===== config.mk =====
export PLATFORM = sky130hd
export DESIGN_NAME = pwmc_core
export DESIGN_NICKNAME = d
export VERILOG_FILES = /design/src/shared/pwmc_pkg.sv /design/src/rtl/pwmc_core.sv /design/src/rtl/pwmc_compare.sv
export SDC_FILE = /design/constraint.sdc
export NUM_CORES = 1
export LEC_CHECK = 0
export BUFFER_PORTS_ARGS = -buffer_cell sky130_fd_sc_hd__buf_4
export CAP_MARGIN = 10
export CORE_AREA = 2 2 119 121
export CTS_BUF_LIST = sky130_fd_sc_hd__clkbuf_2
export DETAILED_ROUTE_END_ITERATION = 6
export DIE_AREA = 0 0 121 123
export HOLD_SLACK_MARGIN = 0.02
export PLACE_DENSITY = 0.69
export RECOVER_POWER = 100
export SLEW_MARGIN = 20
export SYNTH_ARGS = -nofsm -noshare
export SYNTH_HDL_FRONTEND = slang
export SYNTH_SLANG_ARGS = --single-unit

===== constraint.sdc =====
create_clock -name ref_clk -period 7.64 [get_ports ref_clk]
set_input_delay 1.146 -clock ref_clk [delete_from_list [all_inputs] [get_ports ref_clk]]
set_output_delay 1.146 -clock ref_clk [all_outputs]
set_load 0.01 [all_outputs]

===== src/shared/pwmc_pkg.sv =====
// package for the pwm counter register core: offsets, fields, compare codes, carriers
// assumes a 32-bit apb with byte addresses, one aligned word per register
package pwmc_pkg;

	// =====================================
	// register byte offsets
	localparam logic [7:0] OFF_STATUS  = 8'h00;
	localparam logic [7:0] OFF_CONTROL = 8'h04;
	localparam logic [7:0] OFF_PERIOD  = 8'h08;
	localparam logic [7:0] OFF_CMP1    = 8'h0c;
	localparam logic [7:0] OFF_CMP2    = 8'h10;
	localparam logic [7:0] OFF_COUNT   = 8'h14;
	localparam logic [7:0] OFF_SMODE   = 8'h18;
	localparam logic [7:0] OFF_IMASK   = 8'h1c;

	// =====================================
	// control fields
	localparam int CTRL_EN_BIT   = 0;
	localparam int CTRL_CM1_LSB  = 1;
	localparam int CTRL_CM2_LSB  = 4;
	localparam int CM_W          = 3;

	// =====================================
	// status bit positions
	localparam int ST_TC   = 0;
	localparam int ST_CMP1 = 1;
	localparam int ST_CMP2 = 2;
	localparam int ST_KILL = 3;
	localparam int ST_FULL = 4;
	localparam int ST_W    = 8;

	// sticky mode default: tc, cmp1, cmp2 sticky; kill, full transparent
	localparam logic [7:0] SMODE_RST = 8'h07;
	localparam logic [7:0] IMASK_RST = 8'h00;
	localparam logic [7:0] CTRL_RST  = 8'h00;

	// =====================================
	// compare codes
	typedef enum logic [2:0] {
		CM_LT = 3'h0,
		CM_LE = 3'h1,
		CM_EQ = 3'h2,
		CM_GT = 3'h3,
		CM_GE = 3'h4
	} pwmc_cm_t;

	// =====================================
	// apb carriers
	typedef struct packed {
		logic        psel;
		logic        penable;
		logic        pwrite;
		logic [7:0]  paddr;
		logic [31:0] pwdata;
	} pwmc_apb_req_t;

	typedef struct packed {
		logic        pready;
		logic        pslverr;
		logic [31:0] prdata;
	} pwmc_apb_rsp_t;

endpackage


===== src/rtl/pwmc_core.sv =====
// pwm counter register core: down counter, period reload, two compares, status, apb slave
// assumes a synchronous apb master on ref_clk; kill and fifo-full are pins from other clocks
//
// Functional notes
// - interrupt is OR of status flags enabled by the mask.
// - reading status clears the sticky flags.
// - sticky flags capture on the clock, hold, clear only on status read.
// - transparent flags follow their sources, never latch, not read-cleared.
// - terminal-count flag is sticky, set while terminal count is high.
// - compare flags sticky; direct, or registered copy two clocks late.
// - kill flag shows the live kill condition.
// - capture-full flag shows live fullness; zero just means not full.
// - with status configured out, no status hardware exists.
// - counter holds while software enable low, unless hardware-only enable.
// - three-bit field selects the first output's comparison.
// - second three-bit field selects the second output's comparison.
// - compare fields load defaults at init, stay writable afterwards.
// - period writes do not disturb counting; reload only at terminal count.
// - counter decrements by one each enabled clock.
// - counter readable any time without disturbing it.
// - each output compares counter with its compare register per mode.
// - period, compare, counter widths are 8 or 16 bits.
//
// Decided for this implementation: the register addresses and the APB slave port.
`timescale 1ns/1ps
module pwmc_core #(
	parameter int         WIDTH       = 16,
	parameter bit         USE_STATUS  = 1'b1,
	parameter bit         HW_ONLY_EN  = 1'b0,
	parameter bit         PL_VARIANT  = 1'b0,
	parameter logic [2:0] CM1_DEFAULT = 3'h0,
	parameter logic [2:0] CM2_DEFAULT = 3'h0,
	parameter logic [15:0] PERIOD_DEFAULT = 16'hffff,
	parameter logic [15:0] CMP1_DEFAULT   = 16'h7fff,
	parameter logic [15:0] CMP2_DEFAULT   = 16'h3fff
) (
	// clock and reset
	input  wire logic                    ref_clk,
	input  wire logic                    rst_n,
	input  wire logic                    clkEn,
	// apb
	input  wire pwmc_pkg::pwmc_apb_req_t apbReq,
	output pwmc_pkg::pwmc_apb_rsp_t      apbRsp,
	// hardware enable and external status sources
	input  wire logic                    hwEnable,
	input  wire logic                    killActive,
	input  wire logic                    captureQueueFull,
	// outputs
	output logic                         firstModulatedOutput,
	output logic                         secondModulatedOutput,
	output logic                         terminalCount,
	output logic                         interrupt
);

	// =====================================
	// elaboration check
	// refuse widths that the counter and the read mux cannot serve
	if (WIDTH != 8 && WIDTH != 16) begin : g_bad_width
		$error("pwmc_core: WIDTH must be 8 or 16");
	end

	// =====================================
	// pin synchronisers, three stages
	logic [2:0] killSync_r;
	logic [2:0] fullSync_r;
	logic [2:0] hwEnSync_r;
	logic       killLive_r;
	logic       fullLive_r;
	logic       hwEnLive_r;

	always_ff @(posedge ref_clk) begin
		if (!rst_n) begin
			killSync_r <= 3'h0;
			fullSync_r <= 3'h0;
			hwEnSync_r <= 3'h0;
		end else if (clkEn) begin
			killSync_r <= {killSync_r[1:0], killActive};
			fullSync_r <= {fullSync_r[1:0], captureQueueFull};
			hwEnSync_r <= {hwEnSync_r[1:0], hwEnable};
		end
	end

	// a change counts once the last two stages agree
	always_ff @(posedge ref_clk) begin
		if (!rst_n) begin
			killLive_r <= 1'b0;
			fullLive_r <= 1'b0;
			hwEnLive_r <= 1'b0;
		end else if (clkEn) begin
			if (killSync_r[1] == killSync_r[2]) killLive_r <= killSync_r[2];
			if (fullSync_r[1] == fullSync_r[2]) fullLive_r <= fullSync_r[2];
			if (hwEnSync_r[1] == hwEnSync_r[2]) hwEnLive_r <= hwEnSync_r[2];
		end
	end

	// =====================================
	// apb decode
	logic        apbWrite;
	logic        apbRead;
	logic        addrHit;
	logic [7:0]  addr;
	logic [31:0] wdata;

	assign addr     = apbReq.paddr;
	assign wdata    = apbReq.pwdata;
	assign apbWrite = apbReq.psel && apbReq.penable && apbReq.pwrite;
	assign apbRead  = apbReq.psel && apbReq.penable && !apbReq.pwrite;

	always_comb begin
		unique case (addr)
			pwmc_pkg::OFF_CONTROL, pwmc_pkg::OFF_PERIOD, pwmc_pkg::OFF_CMP1,
			pwmc_pkg::OFF_CMP2, pwmc_pkg::OFF_COUNT: addrHit = 1'b1;
			pwmc_pkg::OFF_STATUS, pwmc_pkg::OFF_SMODE,
			pwmc_pkg::OFF_IMASK:                     addrHit = USE_STATUS;
			default:                                 addrHit = 1'b0;
		endcase
	end

	// =====================================
	// control, period, compare registers
	logic [7:0]       ctrl_r;
	logic [WIDTH-1:0] period_r;
	logic [WIDTH-1:0] cmp1_r;
	logic [WIDTH-1:0] cmp2_r;
	logic             swEnable;
	logic [2:0]       cm1Sel;
	logic [2:0]       cm2Sel;

	assign swEnable = ctrl_r[pwmc_pkg::CTRL_EN_BIT];
	assign cm1Sel   = ctrl_r[pwmc_pkg::CTRL_CM1_LSB +: pwmc_pkg::CM_W];
	assign cm2Sel   = ctrl_r[pwmc_pkg::CTRL_CM2_LSB +: pwmc_pkg::CM_W];

	always_ff @(posedge ref_clk) begin
		if (!rst_n) begin
			ctrl_r <= pwmc_pkg::CTRL_RST;
			ctrl_r[pwmc_pkg::CTRL_CM1_LSB +: pwmc_pkg::CM_W] <= CM1_DEFAULT;
			ctrl_r[pwmc_pkg::CTRL_CM2_LSB +: pwmc_pkg::CM_W] <= CM2_DEFAULT;
		end else if (clkEn && apbWrite && addr == pwmc_pkg::OFF_CONTROL) begin
			ctrl_r <= wdata[7:0];
		end
	end

	always_ff @(posedge ref_clk) begin
		if (!rst_n) begin
			period_r <= PERIOD_DEFAULT[WIDTH-1:0];
			cmp1_r   <= CMP1_DEFAULT[WIDTH-1:0];
			cmp2_r   <= CMP2_DEFAULT[WIDTH-1:0];
		end else if (clkEn && apbWrite) begin
			if (addr == pwmc_pkg::OFF_PERIOD) period_r <= wdata[WIDTH-1:0];
			if (addr == pwmc_pkg::OFF_CMP1)   cmp1_r   <= wdata[WIDTH-1:0];
			if (addr == pwmc_pkg::OFF_CMP2)   cmp2_r   <= wdata[WIDTH-1:0];
		end
	end

	// =====================================
	// period counter
	logic [WIDTH-1:0] count_r;
	logic             runEnable;
	logic             atZero;

	// hardware-only ignores the software bit; other modes use the software bit alone
	assign runEnable = HW_ONLY_EN ? hwEnLive_r : swEnable;
	assign atZero    = (count_r == '0);

	always_ff @(posedge ref_clk) begin
		if (!rst_n) begin
			count_r <= PERIOD_DEFAULT[WIDTH-1:0];
		end else if (clkEn && runEnable) begin
			if (atZero) begin
				count_r <= period_r;
			end else begin
				count_r <= count_r - 1'b1;
			end
		end
	end

	assign terminalCount = atZero && runEnable && clkEn;

	// =====================================
	// compare outputs
	logic match1;
	logic match2;

	pwmc_compare #(
		.WIDTH (WIDTH)
	) u_cmp1 (
		.count  (count_r),
		.cmpVal (cmp1_r),
		.mode   (cm1Sel),
		.match  (match1)
	);

	pwmc_compare #(
		.WIDTH (WIDTH)
	) u_cmp2 (
		.count  (count_r),
		.cmpVal (cmp2_r),
		.mode   (cm2Sel),
		.match  (match2)
	);

	// outputs registered to keep them glitch free
	always_ff @(posedge ref_clk) begin
		if (!rst_n) begin
			firstModulatedOutput  <= 1'b0;
			secondModulatedOutput <= 1'b0;
		end else if (clkEn) begin
			firstModulatedOutput  <= match1;
			secondModulatedOutput <= match2;
		end
	end

	// =====================================
	// status and interrupt
	logic [7:0] statusRead;
	logic [7:0] smode_r;
	logic [7:0] imask_r;
	logic       statusRdStb;

	assign statusRdStb = clkEn && apbRead && addr == pwmc_pkg::OFF_STATUS;

	generate
		if (USE_STATUS) begin : g_status
			logic [7:0] sticky_r;
			logic [7:0] srcs;
			logic [7:0] cmpPipe_r;
			logic       cmp1Src;
			logic       cmp2Src;

			// programmable-logic variant sees the registered output, one clock more
			always_ff @(posedge ref_clk) begin
				if (!rst_n) begin
					cmpPipe_r <= 8'h00;
				end else if (clkEn) begin
					cmpPipe_r <= {6'h00, secondModulatedOutput, firstModulatedOutput};
				end
			end
			assign cmp1Src = PL_VARIANT ? cmpPipe_r[0] : match1;
			assign cmp2Src = PL_VARIANT ? cmpPipe_r[1] : match2;

			always_comb begin
				srcs = 8'h00;
				srcs[pwmc_pkg::ST_TC]   = terminalCount;
				srcs[pwmc_pkg::ST_CMP1] = cmp1Src;
				srcs[pwmc_pkg::ST_CMP2] = cmp2Src;
				srcs[pwmc_pkg::ST_KILL] = killLive_r;
				srcs[pwmc_pkg::ST_FULL] = fullLive_r;
			end

			// set wins over the read clear
			always_ff @(posedge ref_clk) begin
				if (!rst_n) begin
					sticky_r <= 8'h00;
				end else if (clkEn) begin
					sticky_r <= ((statusRdStb ? 8'h00 : sticky_r) | srcs) & smode_r;
				end
			end

			always_ff @(posedge ref_clk) begin
				if (!rst_n) begin
					smode_r <= pwmc_pkg::SMODE_RST;
					imask_r <= pwmc_pkg::IMASK_RST;
				end else if (clkEn && apbWrite) begin
					if (addr == pwmc_pkg::OFF_SMODE) smode_r <= wdata[7:0];
					if (addr == pwmc_pkg::OFF_IMASK) imask_r <= wdata[7:0];
				end
			end

			assign statusRead = (sticky_r & smode_r) | (srcs & ~smode_r);
			assign interrupt  = |(statusRead & imask_r);

			tc_sticky_a: assert property (@(posedge ref_clk) disable iff (!rst_n)
				clkEn && terminalCount && smode_r[pwmc_pkg::ST_TC] && !statusRdStb
				|=> sticky_r[pwmc_pkg::ST_TC])
				else $error("tc flag not captured");
			sticky_hold_a: assert property (@(posedge ref_clk) disable iff (!rst_n)
				clkEn && !statusRdStb && (sticky_r & smode_r) != 8'h00 && $stable(smode_r)
				|=> (sticky_r & $past(sticky_r)) == $past(sticky_r))
				else $error("sticky flag dropped without read");
			read_clear_a: assert property (@(posedge ref_clk) disable iff (!rst_n)
				statusRdStb && srcs == 8'h00 ##1 $stable(smode_r) |-> sticky_r == 8'h00)
				else $error("read did not clear sticky flags");
			kill_live_a: assert property (@(posedge ref_clk) disable iff (!rst_n)
				!smode_r[pwmc_pkg::ST_KILL] |->
				statusRead[pwmc_pkg::ST_KILL] == killLive_r)
				else $error("kill flag not live");
			irq_or_a: assert property (@(posedge ref_clk) disable iff (!rst_n)
				(imask_r & smode_r & sticky_r) != 8'h00 |-> interrupt)
				else $error("masked flag raised no interrupt");
			cmp_delay_a: assert property (@(posedge ref_clk) disable iff (!rst_n)
				PL_VARIANT && clkEn && match1 ##1 clkEn |=> cmp1Src)
				else $error("compare flag source not two clocks late");
		end else begin : g_nostatus
			// no status hardware at all
			assign statusRead = 8'h00;
			assign smode_r    = 8'h00;
			assign imask_r    = 8'h00;
			assign interrupt  = 1'b0;
		end
	endgenerate

	// =====================================
	// read mux and response
	logic [31:0] rdata;

	always_comb begin
		rdata = 32'h0000_0000;
		unique case (addr)
			pwmc_pkg::OFF_STATUS:  rdata[7:0]       = statusRead;
			pwmc_pkg::OFF_CONTROL: rdata[7:0]       = ctrl_r;
			pwmc_pkg::OFF_PERIOD:  rdata[WIDTH-1:0] = period_r;
			pwmc_pkg::OFF_CMP1:    rdata[WIDTH-1:0] = cmp1_r;
			pwmc_pkg::OFF_CMP2:    rdata[WIDTH-1:0] = cmp2_r;
			pwmc_pkg::OFF_COUNT:   rdata[WIDTH-1:0] = count_r;
			pwmc_pkg::OFF_SMODE:   rdata[7:0]       = smode_r;
			pwmc_pkg::OFF_IMASK:   rdata[7:0]       = imask_r;
			default:               rdata            = 32'h0000_0000;
		endcase
	end

	// zero wait states; clkEn low stalls the bus so nothing is missed
	assign apbRsp.pready  = clkEn;
	assign apbRsp.pslverr = apbReq.psel && apbReq.penable && !addrHit;
	assign apbRsp.prdata  = addrHit ? rdata : 32'h0000_0000;

	// =====================================
	// checks
	hold_off_a: assert property (@(posedge ref_clk) disable iff (!rst_n)
		!HW_ONLY_EN && !swEnable && clkEn ##1 1'b1 |-> $stable(count_r))
		else $error("counter moved while disabled");
	decrement_a: assert property (@(posedge ref_clk) disable iff (!rst_n)
		clkEn && runEnable && !atZero |=> count_r == $past(count_r) - 1'b1)
		else $error("counter did not step by one");
	reload_a: assert property (@(posedge ref_clk) disable iff (!rst_n)
		terminalCount |=> count_r == $past(period_r))
		else $error("no reload at terminal count");
	period_iso_a: assert property (@(posedge ref_clk) disable iff (!rst_n)
		clkEn && apbWrite && addr == pwmc_pkg::OFF_PERIOD && runEnable && !atZero
		|=> count_r == $past(count_r) - 1'b1)
		else $error("period write disturbed counter");
	ctrl_back_a: assert property (@(posedge ref_clk) disable iff (!rst_n)
		clkEn && apbWrite && addr == pwmc_pkg::OFF_CONTROL
		|=> ctrl_r == $past(wdata[7:0]))
		else $error("control not read back as written");
	out_cmp_a: assert property (@(posedge ref_clk) disable iff (!rst_n)
		clkEn |=> firstModulatedOutput == $past(match1))
		else $error("first output not from compare");

endmodule


===== src/rtl/pwmc_compare.sv =====
// one compare unit: counter against compare value under a selectable relation
// assumes both operands on the same clock
`timescale 1ns/1ps
module pwmc_compare #(
	parameter int WIDTH = 16
) (
	// operands
	input  wire logic [WIDTH-1:0] count,
	input  wire logic [WIDTH-1:0] cmpVal,
	input  wire logic [2:0]       mode,
	// result
	output logic                  match
);

	always_comb begin
		unique case (mode)
			pwmc_pkg::CM_LE: match = (count <= cmpVal);
			pwmc_pkg::CM_EQ: match = (count == cmpVal);
			pwmc_pkg::CM_GT: match = (count > cmpVal);
			pwmc_pkg::CM_GE: match = (count >= cmpVal);
			default:         match = (count < cmpVal);
		endcase
	end

endmodule


* Yosys cells after proc, flatten, opt, wreduce, memory -nomap -nowiden
Memory sizes are Yosys's and may differ from the RTL's. Cells that the tools add are included.
Storage, ports and cells: bits in registers 106, memory bits (read-only) 32, word-level logic and storage cells 82, memories kept 1
Cells by class: $add $sub $neg 1, order comparisons 8, equal/unequal tests 19, mux-type cells 8, bitwise operators 7, reduce and logical (&&, ||, !) cells 24
Memory list:
- (name not given) | words 32, width 1, rd ports 1, clocked after memory_dff 0, write ports 0, RTL line pwmc_core.sv:110 | unique case (addr)
Operators by type and width (number):
- $pmux W8 S8 | 1
- $eq A16 B16 Y1 | 2
- $eq A8 B5 Y1 const B | 4
- $ge A16 B16 Y1 | 2
- $gt A16 B16 Y1 | 2
- $le A16 B16 Y1 | 2
- $lt A16 B16 Y1 | 2
- $mux W16 | 2
- $pmux W8 S4 | 1
- $and A8 B8 Y8 | 3
- $eq A8 B4 Y1 const B | 2
- $logic_not A16 Y1 | 1
- $sub A16 B1 Y16 const B | 1
- $reduce_and A2 Y1 | 7
- $eq A3 B2 Y1 const B | 4
- $logic_and A1 B1 Y1 | 11
- $and A5 B8 Y8 | 1
- $eq A8 B3 Y1 const B | 1
- $logic_not A8 Y1 | 1
- $mux W8 | 1
- $not A8 Y8 | 1
- $or A8 B5 Y8 | 1
- $or A8 B8 Y8 | 1
- $pmux W1 S4 | 2
- other kinds (7) | 11

* Longest topological paths before layout
word-level depth 7, gate-level depth with buffers 9, gate-level depth less buffers 9

* Cells and area by module
Synthesis repeated with hierarchy kept, for this count alone.
Second synthesis, totals: cells, all modules 829, area, all modules 6497.5 um^2
By module, submodules not included:
- pwmc_core | instances 1, cells an instance 683, area an instance 5451.5 um^2, seq. area each 2122.0 um^2
- pwmc_compare | instances 2, cells an instance 73, area an instance 523.0 um^2, seq. area each 0.0 um^2

* Worst setup path before layout
No wires, ideal clock.
path type input to output, start input port apbReq[37] (netlist name), end output port apbRsp[2] (netlist name), arrival 2875 ps, required time 6494 ps, slack 3619 ps, cell stages on the path 6, path buffers 0, path through or3_4 > nor3_4 > or2b_1 > nor3_1 > o21ai_0 > o21ai_0
RTL lines:
- start, declared | RTL line pwmc_core.sv:42 | input wire pwmc_pkg::pwmc_apb_req_t apbReq,
- end, declared | RTL line pwmc_core.sv:43 | output pwmc_pkg::pwmc_apb_rsp_t apbRsp,

==> results.cfg <==
[clock_network]
path_clk_slew_ns = 0.34
clock_sink_count = 106
cts_buffer_depth = 2
cts_setup_buffers = 0
numCtsBuffers = 9
htree_levels = 3
worstSkewPairLatency_ns = 0.67
cts_tree = built
clockRootBuffer = clkbuf_2
ctsResizeCount = 0
hold_buffers = 0

[run_status]
violations = capacitance limit, slew limit
status = complete, but fails checks

[logic_synthesis]
synth_xor_area_frac = 0
ys_ff_latch = 106
synth_simple_gate_area_frac = 0.256
synth_top_family_by_area = simple AND/OR/NAND/NOR gates
ys_types = 57
synthFlopType = dfxtp_1
synth-edff-count = 0
netlist_area_um2 = 6040
synth_compound_area_frac = 0.220
synth_adder_area_share = 0.0704
async_flop_share = 0
yosysWarnings = 0
postSynthAreaPerCell_um2 = 7.80
synthMuxAreaShare = 0.0286
yosysSeqAreaShare = 0.351
synth_cells = 775

[cells_and_area]
diodes = 0
final_core_util = 0.478
nNetsFinal = 882
synthToLayoutAreaGrowth_pct = 7.62
n_fill_cell = 1412
drive_above_1_share = 0.0821
stdcell_area_um2 = 6500

[drt]
wl_per_cell_um = 17.8
firstDrtPassIters = 5
viasPerCell = 5.80
routed_wl_um = 17500
drtAntennaViolNets = 0
post-route-drc-count = 0
drt_iter0_markers = 485
vias = 5712

[sta]
fmax_mhz = 183
hold_slack_ns = 0.485
period_needed_ns = 5.45
skew_ns = 0.0449
max_slew_margin = -1.92
post-route-period-util = 0.714
finalHoldViolCount = 0
fin_setup_tns_ns = 0
setup_viol = 0
slew_viol_final = 127
grt_setup_unrepaired = false
layout_setup_ws_ns = 2.19
worst_slew_pin_slew_ns = 4.38

[power]
pwr-share-seq = 0.632
pwr-share-clk = 0.308
p_switching_uw = 252
p_sw_frac = 0.284
p_leak_uw = 0.00267
combPwrFrac = 0.060
powerDensity_nw_per_um2 = 136
vdd_drop_max_v = 0.0000967
p_int_uw = 633

[worst_hold_path]
min_path_type = register to register

[grt]
antenna_found_initial = 0
grt_max_degree = 109
grt_first_pass_wirelength_um = 27800
grt_overflow = 0
grt_pass1_vias = 5149
grt_util_all_layers = 0.241

[critical_path]
cp-start-kind = input port
crit_path_end_kind = output port
arrival_ns = 4.31
reg2reg_slack_ns = 4.47
slowest_stage = nor2_1
critPathMaxFanout = 17
path_cells = buf_4 -> or3_4 -> nor3_1 -> or2b_1 -> nor2_1 -> a22oi_1 -> and3_1 -> o21ai_0 -> clkbuf_1
slowest_delay_ns = 1.24
path_class = input port to output port
cp.required_ns = 6.49

[die]
die_w_um = 121
start_util = 0.444
ios = 87
die_y_um = 123
dieArea_um2 = 14900
core-area_um2 = 13600
row_count = 43

[place]
gp_congestion = 0.832
dpl.hpwl_um = 12100
place_ws_ns = 2.89
io_buffers = 53
placed_area_um2 = 6480

[job]
maxCapViolations = 2
critical path, delay by kind of cell:
kind / cells / cell delay, ns
compound gates: 2 / 0.27
buf+inv: 2 / 0.30
simple gates: 5 / 2.57
through the flow:
stage	cells	total power, uW
finish	984	884
global route	984	915
CTS	984	891
detailed placement	968	622
global placement	968	621
floorplan	790	600
power groups by stage:
| stage | Clock [uW] | Sequential [uW] | Combinational (uW) |
|---|---|---|---|
| finish | 272 | 559 | 53.4 |
| global route | 297 | 560 | 58.0 |
| CTS | 278 | 559 | 54.2 |
| detailed placement | 0 | 568 | 54.0 |
| global placement | 0 | 568 | 53.7 |
| floorplan | 0 | 568 | 32.0 |
layout make-up:
cell class / count / area (um2) / area share
Tap cell: 180 / 225 / 0.0346
Timing Repair Buffer: 58 / 357 / 0.0548
Inverter: 39 / 146 / 0.0225
Multi-Input combinational cell: 585 / 3540 / 0.544
Clock inverter: 7 / 71.3 / 0.0110
Sequential cell: 106 / 2120 / 0.326
Clock buffer: 9 / 45.0 / 0.00692
layer usage:
layer / vias to the layer above / wire, um / GRT usage / part of all wire
li1: 2795 / - / - / -
met1: 2695 / 8120 / 0.328 / 0.46
met2: 204 / 7980 / 0.397 / 0.46
met3: 18 / 1180 / 0.0452 / 0.067
met4: 0 / 221 / 0.0531 / 0.013
met5: - / 0 / 0 / 0
sequential cells by signal (all words and copies together) (netlist names):
register / cells
g_status.sticky_r: 8
firstModulatedOutput: 1
period_r: 16
imask_r: 8
killSync_r: 3
killLive_r: 1
secondModulatedOutput: 1
fullLive_r: 1
cmp1_r: 16
fullSync_r: 3
ctrl_r: 8
count_r: 16
cmp2_r: 16
smode_r: 8
synth_stat cells, types with 17 or more instances:
cell type | n | share of area
a21boi_0 | 19 | 0.024
a21oi_1 | 28 | 0.023
a22oi_1 | 32 | 0.040
buf_4 | 17 | 0.021
clkbuf_1 | 36 | 0.022
dfxtp_1 | 106 | 0.35
ha_1 | 34 | 0.070
inv_1 | 39 | 0.024
nand2_1 | 129 | 0.080
nand3_1 | 54 | 0.045
nor2_1 | 58 | 0.036
nor2b_1 | 21 | 0.022
o211ai_1 | 37 | 0.046
o21ai_0 | 26 | 0.022
layout by cell type, fill, tap and decap left out, types with 4 or more instances in the layout:
master    Yosys  final
conb_1        1     16
o211ai_1     37     37
ha_1         34     34
nor3b_1       6      6
a22o_1        6      6
a22oi_1      32     32
nor4_1        7      7
a21oi_1      28     28
a31oi_1       5      5
a221oi_1      6      6
nand3_1      54     54
inv_1        39     39
dfxtp_1     106    106
o22ai_1       6      6
nor2_1       58     56
mux2i_1      15     15
o21ai_0      26     27
clkbuf_2      0      9
and2_1        6      4
nand2_1     129    129
buf_4        17     37
clkbuf_1     36     21
nand4_1      14     14
nor3_1        9      9
a21boi_0     19     19
nor2b_1      21     21
and3_1        6      6
logic make-up after synthesis:
| group | count (synthesis) |
|---|---|
| adder cells (fa/ha/maj) | 34 |
| AND/OR/NAND/NOR | 327 |
| multiplexers | 17 |
| flip-flops | 106 |
| AO/OA/AOI/OAI | 191 |
| other | 1 |
| buffers and inverters | 99 |
worst paths after layout:
check                                    from     endpoint  cells after the start
worst max-delay path               apbReq[37]    apbRsp[1]                      9
worst min register to register  fullSync_r[2]   fullLive_r                      2
worst min-delay path            fullSync_r[2]   fullLive_r                      2
worst max register to register    count_r[10]  count_r[10]                      7
Power figures use the tool's default switching activity.
